$ cat src/common/scirq_defs.vh
/*
 Constants for the serial channel receive/transmit interrupt control block:
 field positions of the interrupt control word, status bit positions,
 command codes, mode codes and reset values.
 Assumes inclusion by bare name from the design file.
*/
`ifndef SCIRQ_DEFS_VH
`define SCIRQ_DEFS_VH

// Fields of rx_tx_interrupt_control.
`define SCIRQ_CTL_SHORT_FRAME 7
`define SCIRQ_CTL_OVR_SPECIAL 6
`define SCIRQ_CTL_FIRST_MASK 5
`define SCIRQ_CTL_RXMODE_HI 4
`define SCIRQ_CTL_RXMODE_LO 3
`define SCIRQ_CTL_FIRST_TX 2
`define SCIRQ_CTL_TX_EN 1
`define SCIRQ_CTL_ES_EN 0
`define SCIRQ_CTL_RESET 8'h00

// Receive interrupt modes.
`define SCIRQ_RX_NONE 2'h0
`define SCIRQ_RX_FIRST 2'h1
`define SCIRQ_RX_ALL1 2'h2
`define SCIRQ_RX_ALL2 2'h3

// Protocol modes.
`define SCIRQ_PROTO_ASYNC 2'h0
`define SCIRQ_PROTO_CHAR 2'h1
`define SCIRQ_PROTO_BIT 2'h2

// Command codes of the command field.
`define SCIRQ_CMD_RESET_ES 3'h2
`define SCIRQ_CMD_CHAN_RESET 3'h3
`define SCIRQ_CMD_NEXT_RX 3'h4
`define SCIRQ_CMD_TX_PEND 3'h5
`define SCIRQ_CMD_ERR_RESET 3'h6
`define SCIRQ_CMD_EOI 3'h7

// Bits of rx_tx_status held here.
`define SCIRQ_ST_SHORT 3
`define SCIRQ_ST_PARITY 4
`define SCIRQ_ST_OVERRUN 5

// Shortest frame that is not short, in bits.
`define SCIRQ_MIN_FRAME_BITS 32
`define SCIRQ_FRAME_CNT_W 6

`endif

$ cat src/hdl/scirq_control.v
/*
 Per-channel receive, transmit and status-change interrupt and DMA request
 control of a multiprotocol serial channel.
 Assumes the shifters, buffers and status sources give one-cycle pulses on
 clk, the host gives command pulses on clk, and the modem status lines are
 asynchronous pins.
*/
// What this block does
// Bit-oriented mode with detection on: frames under 32 bits are short.
// A short frame sets status bit D3 and a special receive interrupt.
// Overrun mode 0: overrun shown when offending character reaches last stage.
// Overrun mode 1: overrun flag and interrupt raised when it happens.
// First mode with mask: no first-data interrupt, next-character command ignored.
// The mask never suppresses special receive interrupts.
// Receive mode 00: no receive data interrupts, host polls.
// Receive mode 01: interrupt only for first data after receiver enable or command 100.
// First data per protocol: first char, first non-sync, first frame data.
// After next-character command, next data may interrupt in first mode.
// Mode 10: interrupt per load; parity error is a special condition.
// Mode 11: interrupt per load; parity error raises no special interrupt.
// First-transmit bit 0: no transmit request at enable; host writes first.
// First-transmit bit 1: transmit request raised at transmit enable.
// Transmit enable bit 0: transmit request stays inactive.
// Transmit enable bit 1: request raised when the buffer empties.
// Status enable 0: no status interrupt, status bits follow live inputs.
// Status enable 1: changes latch and interrupt per source enable.
// Short frame detect bit acts only in bit-oriented mode.
// Command 010 releases the status-change latch.
// Command 110 clears receive error bits D3 to D7.
// Command 111 on channel A clears highest pending cause.
// Command 100 honoured only in first mode, guarantees next interrupt.
// Reset clears every interrupt control bit.
`timescale 1ns/10ps
`include "scirq_defs.vh"

module scirq_control #(
   parameter ES_W = 4,
   parameter IS_CHAN_A = 1
) (
   input wire clk,
   input wire rst_n,
   input wire ctl_we,
   input wire [7:0] ctl_wdata,
   input wire cmd_valid,
   input wire [2:0] cmd_code,
   input wire [1:0] proto_mode,
   input wire rx_enable,
   input wire tx_enable,
   input wire rx_bit,
   input wire frame_start,
   input wire frame_end,
   input wire rx_load,
   input wire rx_is_sync,
   input wire addr_search,
   input wire addr_match,
   input wire rx_parity_err,
   input wire rx_overrun,
   input wire tx_empty,
   input wire tx_write,
   input wire [ES_W-1:0] es_pins,
   input wire [ES_W-1:0] es_source_en,
   output reg [7:0] rx_tx_status,
   output reg [ES_W-1:0] special_status,
   output reg rx_irq,
   output reg special_irq,
   output reg tx_request,
   output reg es_irq
);

   reg [7:0] ctl;
   reg [ES_W-1:0] es_meta;
   reg [ES_W-1:0] es_sync;
   reg [ES_W-1:0] es_ref;
   reg es_latched;
   reg [`SCIRQ_FRAME_CNT_W-1:0] frame_bits;
   reg in_frame;
   reg first_pending;
   reg got_sync;
   reg ovr_internal;
   reg tx_armed;
   reg tx_en_d;
   reg rx_en_d;
   reg [2:0] cur_cause;

   wire [1:0] rx_mode;
   wire chan_reset;
   wire is_first;
   wire first_data;
   wire short_det;
   wire parity_sp;
   wire ovr_show;
   wire es_change;
   wire tx_fire;
   wire next_rx_irq;
   wire next_sp;

   assign rx_mode = ctl[`SCIRQ_CTL_RXMODE_HI:`SCIRQ_CTL_RXMODE_LO];
   assign chan_reset = cmd_valid && cmd_code == `SCIRQ_CMD_CHAN_RESET;
   assign is_first = rx_mode == `SCIRQ_RX_FIRST;

   ////////////////////////////////////////////////////////////////////////
   // Interrupt control word.

   always @(posedge clk or negedge rst_n) begin
      if (!rst_n) begin
         ctl <= `SCIRQ_CTL_RESET;
      end else if (chan_reset) begin
         ctl <= `SCIRQ_CTL_RESET;
      end else if (ctl_we) begin
         ctl <= ctl_wdata;
      end
   end

   ////////////////////////////////////////////////////////////////////////
   // Short frame counting in every mode; detection in bit-oriented mode only.

   always @(posedge clk or negedge rst_n) begin
      if (!rst_n) begin
         frame_bits <= {`SCIRQ_FRAME_CNT_W{1'b0}};
         in_frame <= 1'b0;
      end else if (frame_start) begin
         frame_bits <= {`SCIRQ_FRAME_CNT_W{1'b0}};
         in_frame <= 1'b1;
      end else if (frame_end) begin
         in_frame <= 1'b0;
      end else if (in_frame && rx_bit &&
                   frame_bits < `SCIRQ_MIN_FRAME_BITS) begin
         frame_bits <= frame_bits + 1'b1;
      end
   end

   // A frame ending before 32 bits counts as short.
   assign short_det = frame_end && in_frame &&
                      ctl[`SCIRQ_CTL_SHORT_FRAME] &&
                      proto_mode == `SCIRQ_PROTO_BIT &&
                      frame_bits < `SCIRQ_MIN_FRAME_BITS;

   ////////////////////////////////////////////////////////////////////////
   // First data tracking.

   // First data differs per protocol.
   assign first_data = rx_load && first_pending &&
      (proto_mode == `SCIRQ_PROTO_ASYNC ||
       (proto_mode == `SCIRQ_PROTO_CHAR && got_sync && !rx_is_sync) ||
       (proto_mode == `SCIRQ_PROTO_BIT &&
        (!addr_search || addr_match)));

   always @(posedge clk or negedge rst_n) begin
      if (!rst_n) begin
         first_pending <= 1'b0;
         got_sync <= 1'b0;
         rx_en_d <= 1'b0;
      end else begin
         rx_en_d <= rx_enable;
         if (chan_reset || !rx_enable) begin
            got_sync <= 1'b0;
         end else if (rx_load && rx_is_sync) begin
            got_sync <= 1'b1;
         end
         if (chan_reset) begin
            first_pending <= 1'b0;
         end else if (rx_enable && !rx_en_d) begin
            first_pending <= 1'b1;
         end else if (cmd_valid && cmd_code == `SCIRQ_CMD_NEXT_RX &&
                      is_first && !ctl[`SCIRQ_CTL_FIRST_MASK]) begin
            first_pending <= 1'b1;
         end else if (first_data) begin
            first_pending <= 1'b0;
         end
      end
   end

   ////////////////////////////////////////////////////////////////////////
   // Receive status and receive interrupts.

   assign parity_sp = rx_load && rx_parity_err &&
                      rx_mode != `SCIRQ_RX_ALL2;
   // Normal mode shows overrun with the offending load.
   assign ovr_show = ctl[`SCIRQ_CTL_OVR_SPECIAL] ? rx_overrun :
                     (rx_load && ovr_internal);
   // Special conditions ignore the first-receive mask.
   assign next_sp = short_det || parity_sp || ovr_show;

   assign next_rx_irq = rx_load &&
      (rx_mode == `SCIRQ_RX_ALL1 || rx_mode == `SCIRQ_RX_ALL2 ||
       (is_first && first_data && !ctl[`SCIRQ_CTL_FIRST_MASK]));

   always @(posedge clk or negedge rst_n) begin
      if (!rst_n) begin
         ovr_internal <= 1'b0;
         rx_tx_status <= 8'h00;
         rx_irq <= 1'b0;
         special_irq <= 1'b0;
      end else if (chan_reset) begin
         ovr_internal <= 1'b0;
         rx_tx_status <= 8'h00;
         rx_irq <= 1'b0;
         special_irq <= 1'b0;
      end else begin
         if (rx_overrun) begin
            ovr_internal <= 1'b1;
         end else if (rx_load) begin
            ovr_internal <= 1'b0;
         end
         if (short_det) begin
            rx_tx_status[`SCIRQ_ST_SHORT] <= 1'b1;
         end else if (cmd_valid && cmd_code == `SCIRQ_CMD_ERR_RESET) begin
            rx_tx_status[`SCIRQ_ST_SHORT] <= 1'b0;
         end
         if (rx_load && rx_parity_err) begin
            rx_tx_status[`SCIRQ_ST_PARITY] <= 1'b1;
         end else if (cmd_valid && cmd_code == `SCIRQ_CMD_ERR_RESET) begin
            rx_tx_status[`SCIRQ_ST_PARITY] <= 1'b0;
         end
         if (ovr_show) begin
            rx_tx_status[`SCIRQ_ST_OVERRUN] <= 1'b1;
         end else if (cmd_valid && cmd_code == `SCIRQ_CMD_ERR_RESET) begin
            rx_tx_status[`SCIRQ_ST_OVERRUN] <= 1'b0;
         end
         if (cmd_valid && cmd_code == `SCIRQ_CMD_ERR_RESET) begin
            rx_tx_status[7:6] <= 2'h0;
         end
         rx_tx_status[2:0] <= {tx_empty, 1'b0, rx_load};
         // Mode 00 never gets here since next_rx_irq is low.
         if (next_rx_irq) begin
            rx_irq <= 1'b1;
         end else if (cmd_valid && cmd_code == `SCIRQ_CMD_EOI &&
                      IS_CHAN_A != 0 && cur_cause == 3'h1) begin
            rx_irq <= 1'b0;
         end
         if (next_sp) begin
            special_irq <= 1'b1;
         end else if (cmd_valid && (cmd_code == `SCIRQ_CMD_ERR_RESET ||
                      (cmd_code == `SCIRQ_CMD_EOI && IS_CHAN_A != 0 &&
                       cur_cause == 3'h0))) begin
            special_irq <= 1'b0;
         end
      end
   end

   ////////////////////////////////////////////////////////////////////////
   // Transmit request.

   // Enable edge fires only with the first-transmit bit.
   assign tx_fire = ctl[`SCIRQ_CTL_TX_EN] &&
      ((tx_enable && !tx_en_d && ctl[`SCIRQ_CTL_FIRST_TX]) ||
       (tx_empty && tx_armed));

   always @(posedge clk or negedge rst_n) begin
      if (!rst_n) begin
         tx_en_d <= 1'b0;
         tx_armed <= 1'b0;
         tx_request <= 1'b0;
      end else if (chan_reset) begin
         tx_en_d <= 1'b0;
         tx_armed <= 1'b0;
         tx_request <= 1'b0;
      end else begin
         tx_en_d <= tx_enable;
         // Arming waits for a host write, so the first byte is direct.
         if (!tx_enable) begin
            tx_armed <= 1'b0;
         end else if (tx_write) begin
            tx_armed <= 1'b1;
         end else if (tx_empty) begin
            tx_armed <= 1'b0;
         end
         if (tx_fire) begin
            tx_request <= 1'b1;
         end else if (tx_write || !ctl[`SCIRQ_CTL_TX_EN] ||
                      (cmd_valid && (cmd_code == `SCIRQ_CMD_TX_PEND ||
                       (cmd_code == `SCIRQ_CMD_EOI && IS_CHAN_A != 0 &&
                        cur_cause == 3'h2)))) begin
            tx_request <= 1'b0;
         end
      end
   end

   ////////////////////////////////////////////////////////////////////////
   // External and status change.

   always @(posedge clk or negedge rst_n) begin
      if (!rst_n) begin
         es_meta <= {ES_W{1'b0}};
         es_sync <= {ES_W{1'b0}};
      end else begin
         es_meta <= es_pins;
         es_sync <= es_meta;
      end
   end

   assign es_change = |((es_sync ^ es_ref) & es_source_en);

   always @(posedge clk or negedge rst_n) begin
      if (!rst_n) begin
         es_ref <= {ES_W{1'b0}};
         es_latched <= 1'b0;
         special_status <= {ES_W{1'b0}};
         es_irq <= 1'b0;
      end else if (chan_reset) begin
         es_ref <= {ES_W{1'b0}};
         es_latched <= 1'b0;
         special_status <= {ES_W{1'b0}};
         es_irq <= 1'b0;
      end else if (!ctl[`SCIRQ_CTL_ES_EN]) begin
         es_ref <= es_sync;
         es_latched <= 1'b0;
         special_status <= es_sync;
         es_irq <= 1'b0;
      end else if (!es_latched && es_change) begin
         es_latched <= 1'b1;
         special_status <= es_sync;
         es_irq <= 1'b1;
      end else if (cmd_valid && cmd_code == `SCIRQ_CMD_RESET_ES) begin
         es_latched <= 1'b0;
         es_ref <= special_status;
         es_irq <= 1'b0;
      end else if (!es_latched) begin
         es_ref <= es_sync;
         special_status <= es_sync;
      end else if (cmd_valid && cmd_code == `SCIRQ_CMD_EOI &&
                   IS_CHAN_A != 0 && cur_cause == 3'h3) begin
         es_irq <= 1'b0;
      end
   end

   ////////////////////////////////////////////////////////////////////////
   // Highest pending cause, used by end of interrupt.

   // Decoded from the live flags, so an end of interrupt issued right
   // after a request still clears the cause that is really on top.
   always @* begin
      if (special_irq) begin
         cur_cause = 3'h0;
      end else if (rx_irq) begin
         cur_cause = 3'h1;
      end else if (tx_request) begin
         cur_cause = 3'h2;
      end else if (es_irq) begin
         cur_cause = 3'h3;
      end else begin
         cur_cause = 3'h7;
      end
   end

endmodule

$ cat config.mk
export PLATFORM = sky130hd
export DESIGN_NAME = scirq_control
export DESIGN_NICKNAME = d
export VERILOG_FILES = /design/src/hdl/scirq_control.v
export VERILOG_INCLUDE_DIRS = /design/src /design/src/common
export SDC_FILE = /design/constraint.sdc
export NUM_CORES = 1
export LEC_CHECK = 0
export ABC_AREA = 0
export ABC_CLOCK_PERIOD_IN_PS = 2100
export BUFFER_PORTS_ARGS = -buffer_cell sky130_fd_sc_hd__buf_2
export CORE_ASPECT_RATIO = 1.2
export CORE_UTILIZATION = 51
export CTS_CLUSTER_DIAMETER = 40
export CTS_CLUSTER_SIZE = 24
export DETAILED_ROUTE_END_ITERATION = 10
export PLACE_DENSITY = 0.81
export SETUP_SLACK_MARGIN = 0.2
export SLEW_MARGIN = 10
export SYNTH_ARGS = -nofsm -noshare
export SYNTH_HDL_FRONTEND = slang
export SYNTH_SLANG_ARGS = --single-unit
export TNS_END_PERCENT = 5
$ cat constraint.sdc
create_clock -name clk -period 2.1 [get_ports clk]
set_input_delay 0.21 -clock clk [delete_from_list [all_inputs] [get_ports clk]]
set_output_delay 0.21 -clock clk [all_outputs]
set_load 0.005 [all_outputs]
Yosys cells after proc, flatten, opt, wreduce, memory -nomap -nowiden. Cells that the tools add are included.

Equal/unequal tests: 24. $add $sub $neg: 1. Shift-type cells: 0. Divide/modulo/power cells: 0. Reduce and logical (&&, ||, !) cells: 78. Bitwise gates (word level): 2. Multipliers: 0. Muxes and demuxes: 60. $lt $le $gt $ge: 1.

Operator list (number): $mux W1 (40); $logic_and A1 B1 Y1 (37); $mux W4 (9); $mux W8 (3); $reduce_bool A3 Y1 (7); $mux W6 (3); $logic_or A1 B1 Y1 (13); $eq A3 B2 Y1 const B (4); $eq A3 B3 Y1 const B (4); $mux W3 (4); $ne A5 B1 Y1 const B (2); $reduce_bool A2 Y1 (5); $logic_not A1 Y1 (8); $ne A4 B1 Y1 const B (2); $ne A4 B2 Y1 const B (2); $reduce_and A2 Y1 (4); $add A6 B1 Y6 const B (1); $eq A2 B2 Y1 const B (3); $lt A6 B6 Y1 const B (1); $and A4 B4 Y4 (1); $eq A2 B1 Y1 const B (2); $ne A2 B2 Y1 const B (2); $ne A4 B4 Y1 const B (1); $reduce_bool A4 Y1 (1); 7 further kinds (7).

Register bits: 50. Logic and storage cells: 189. Memories: 0. Bits of input ports: 38. Bits in latches: 0. Bits in read-only memories: 0. Output and inout bits: 16. Memory bits (writable): 0.

Logic depth before layout (Yosys ltp).
Depth after elaboration: 12. Depth in mapped cells: 6. Gate-level depth less buffers: 5.

Worst setup path after synthesis. No wires, ideal clock.

Path kind: register -> register. Start: reg es_sync[1]. End: reg es_ref[3]. Arrival time: 1311 ps. Period minus slack after synthesis: 1434 ps. Stages on the path, launching flop included: 7. Library setup time: 123 ps. Buffers on the path: 1. Data required time: 1977 ps. Setup slack: 666 ps. Path through: dfrtp_1 xor2_1 a22oi_2 nand3b_1 and3_1 clkbuf_2 o2bb2ai_1.

Longest elaborated chain between the ends: 6.

RTL lines: start: declaration (RTL line scirq_control.v:72) `reg [ES_W-1:0] es_sync;`; start signal: assignment (RTL line scirq_control.v:285) `es_sync <= {ES_W{1'b0}};`; start signal: assignment (RTL line scirq_control.v:288) `es_sync <= es_meta;`; $xor A4 B4 Y4 (RTL line scirq_control.v:292) `assign es_change = |((es_sync ^ es_ref) & es_source_en);`; $and A4 B4 Y4 (RTL line scirq_control.v:292); $reduce_or A4 Y1 (RTL line scirq_control.v:292); $logic_and A1 B1 Y1 (RTL line scirq_control.v:310) `end else if (!es_latched && es_change) begin`; $ne A3 B3 Y1 (no line); $reduce_and A2 Y1 (no line); end signal: assignment (RTL line scirq_control.v:296) `es_ref <= {ES_W{1'b0}};`; end signal: assignment (RTL line scirq_control.v:301) `es_ref <= {ES_W{1'b0}};`; end signal: assignment (RTL line scirq_control.v:316) `es_ref <= special_status;`; end: declaration (RTL line scirq_control.v:73) `reg [ES_W-1:0] es_ref;`.

Every way passes these cells. A chain may end at the register's enable or synchronous reset.

Final worst setup path.
Start: reg es_sync[1]. End: reg special_status[3].

Longest elaborated chain between the ends: 7. Elaborated cells between the ends (all ways): 10. Those cells by class: eq/ne: 2; mux: 3; bitwise: 2; reduce/logical: 3.

RTL lines: $xor A4 B4 Y4 (*) (RTL line scirq_control.v:292); $and A4 B4 Y4 (*) (RTL line scirq_control.v:292); $reduce_or A4 Y1 (*) (RTL line scirq_control.v:292); $logic_and A1 B1 Y1 (*) (RTL line scirq_control.v:310); $mux W4 (RTL line scirq_control.v:310); $mux W4 (RTL line scirq_control.v:305) `` end else if (!ctl[`SCIRQ_CTL_ES_EN]) begin ``; $mux W4 (RTL line scirq_control.v:300) `end else if (chan_reset) begin`; end signal: assignment (RTL line scirq_control.v:303) `special_status <= {ES_W{1'b0}};`; end signal: assignment (RTL line scirq_control.v:308) `special_status <= es_sync;`; end signal: assignment (RTL line scirq_control.v:312) `special_status <= es_sync;`; end: declaration (RTL line scirq_control.v:63) `output reg [ES_W-1:0] special_status,`.

Every way passes the cells marked *; elsewhere a longest branch is shown, timed or not.

==> metrics.csv <==
metric;value;unit
status;finished with violations;
violations;hold timing;
grt_max_degree;48;
hold_class;in -> async;
dpl_worst_slack;0.534;ns
first_iter_violations;50;
grt_pass1_wl;6660;microns
start_util;54.9;%
clkLatencyLatePin;0.30;ns
p_per_area;863;mW/mm^2
grt_pass1_vias;1542;
finish.utilization;66.1;%
htree_num_levels;2;
r2r-start;es_sync[1]$_DFF_PN0_;
syn2layout_area_growth;20.4;%
syn_avg_cell_area;11.5;sq um
die-area;0.00430;sq mm
postRouteAntennaNets;0;
numCtsBuffers;5;
synth_commonest_cells;dfrtp_1 (47), nor2_1 (23), mux2i_1 (17);
dpl.hpwl;3010;microns
yosysTopAreaCellShare;57.0;%
synth-edff-count;0;
synth_ff_type;dfrtp_1;
layout-drive-gt1-share;28.8;%
pin_count;54;
slew_headroom;62.7;%
antenna_found_initial;0;
yosys_warnings;0;
maxCapViolations;0;
dr.pass1.iters;4;
routed_via_density;5.28;
layout_setup_ws;0.531;ns
start_kind;flip-flop;
hold_slack;-0.0132;ns
min_period;1.57;ns
place_area;0.00235;sq mm
tightest_slew;0.559;ns
portBuffers;50;
cts_setup_buffers;0;
yosys.area.top_type;dfrtp_1;
die_x;60.0;microns
clock_path_buffers;2;
cp_max_fo;4;
critPathKind;reg -> reg;
synth_area_leaders;dfrtp_1 (57%), mux2i_1 (8.3%), nor2_1 (4.2%);
fin_tns_setup;0;ns
drc;0;
skew;0.0107;ns
synth.most_common_cell;dfrtp_1;
clkTransAtPathRegs;0.09;ns
crit_arrival;1.75;ns
crit_required;2.28;ns
hold_buffers;0;
reg2regPathDepth;5;
async_flop_share;100;%
multi_input_area;821;sq um
synth.distinct_cells;43;
seq_area_frac_synth;57.0;%
gp_congestion;0.827;
fp-row-count;24;
regArea;0.00118;sq mm
postLayoutCellArea;0.00248;sq mm
power.leakage;1.20;nW
end_kind;flip-flop;
clock-sinks;47;
setup_viol;0;
yosys_register_bits;47;
fmax;637;MHz
die_h;71.7;microns
cts_tree;built;
finalCritPeriodShare;74.7;%
routed_wl;4070;microns
vias;1506;
root_buffer;clkbuf_8;
grtUsageTotal;21.4;%
core;0.00375;sq mm
rsz0062_at_grt;false;
fin_nets;271;
n_fill_cell;294;
slew_viol_final;0;
wl_per_cell;14.3;microns
synthCells;180;
grt_overflow;0;
r2r-end;special_status[3]$_DFFE_PN0P_;
rrSetupSlack;0.53;ns
cp-startpoint;es_sync[1]$_DFF_PN0_;
irDropWorstVdd;0.000532;V
hold_viol;37;
syn_area;0.00206;sq mm
antennaDiodeCount;0;
cts-resized-gates;0;
cp-endpoint;special_status[3]$_DFFE_PN0P_;
## layer usage
metal  share of wire, %  vias to the layer above  track usage [%]  wire length, microns
met4                2.3                        0             9.56                    93
met2                 53                       39             35.9                  2160
met5                  0                        -                0                     0
met1                 41                      734             24.8                  1650
li1                   -                      725                -                     -
met3                4.0                        8             6.50                   161
## report_power, final
| part | internal (mW) | total [mW] | switching [mW] |
|---|---|---|---|
| clock | 0.475 | 0.759 | 0.284 |
| sequential | 0.996 | 1.07 | 0.0738 |
| combinational | 0.152 | 0.313 | 0.161 |
| total | 1.62 | 2.14 | 0.518 |
## cell families after synthesis
logic type	count (synthesis)	synth area share (%)
other cells	1	0.182
mux	17	8.25
flops	47	57.0
buf+inv	15	3.52
simple gates	56	14.4
fa+ha+maj	1	0.607
xor+xnor	8	3.40
compound gates	35	12.6
## layout by cell type (no fill, tap or decap), types with 2 or more instances in the layout
master     count
nor3b_1        3
a22oi_2        2
xor2_1         6
a21oi_1        9
mux2i_1       17
nand2b_1       2
nand2_1        7
conb_1         3
a31oi_1        4
inv_1          6
bufinv_16      2
nand4_1        2
nand3b_1       2
o21ai_0        7
buf_4          2
dfrtp_1       47
o2bb2ai_1      4
clkbuf_8       5
nor2b_1        4
xnor2_1        2
buf_2         50
nor2_1        23
nand3_1        4
## worst min path at each step
stage / from / endpoint / slack [ns]
floorplan: rst_n / ctl[0]$_DFFE_PN0P_ / -0.09
global placement: es_pins[0] / es_meta[0]$_DFF_PN0_ / 0.32
detailed placement: es_pins[2] / es_meta[2]$_DFF_PN0_ / 0.32
CTS: rst_n / tx_request$_DFFE_PN0P_ / 0.002
global route: es_pins[0] / es_meta[0]$_DFF_PN0_ / 0.0006
finish: rst_n / tx_request$_DFFE_PN0P_ / -0.01
## final cells by class
class,count,area share [%]
multi-input cells,120,33.1
clock buffers,6,2.92
repair buffers,52,10.7
clock inverters,2,2.42
well taps,52,2.62
flip-flops and latches,47,47.4
inverters,6,0.907
## registers in the layout (all words and copies together) (netlist names), 4 cells and up
register,flops
ctl,8
frame_bits,6
rx_tx_status,5
es_meta,4
es_ref,4
es_sync,4
special_status,4
## worst max-delay path, cell delays in order (launching register included)
cell,delay [ns]
dfrtp_1,0.42
xor2_1,0.23
a22oi_2,0.15
a32oi_4,0.28
mux2i_1,0.31
nor2_1,0.06
## per-stage QoR
stage	power [mW]	instances
floorplan	1.26	182
CTS	2.16	285
finish	2.14	285
global route	2.24	285
global placement	1.39	277
detailed placement	1.40	277
Note: power is estimated with default switching activity, not from simulation.
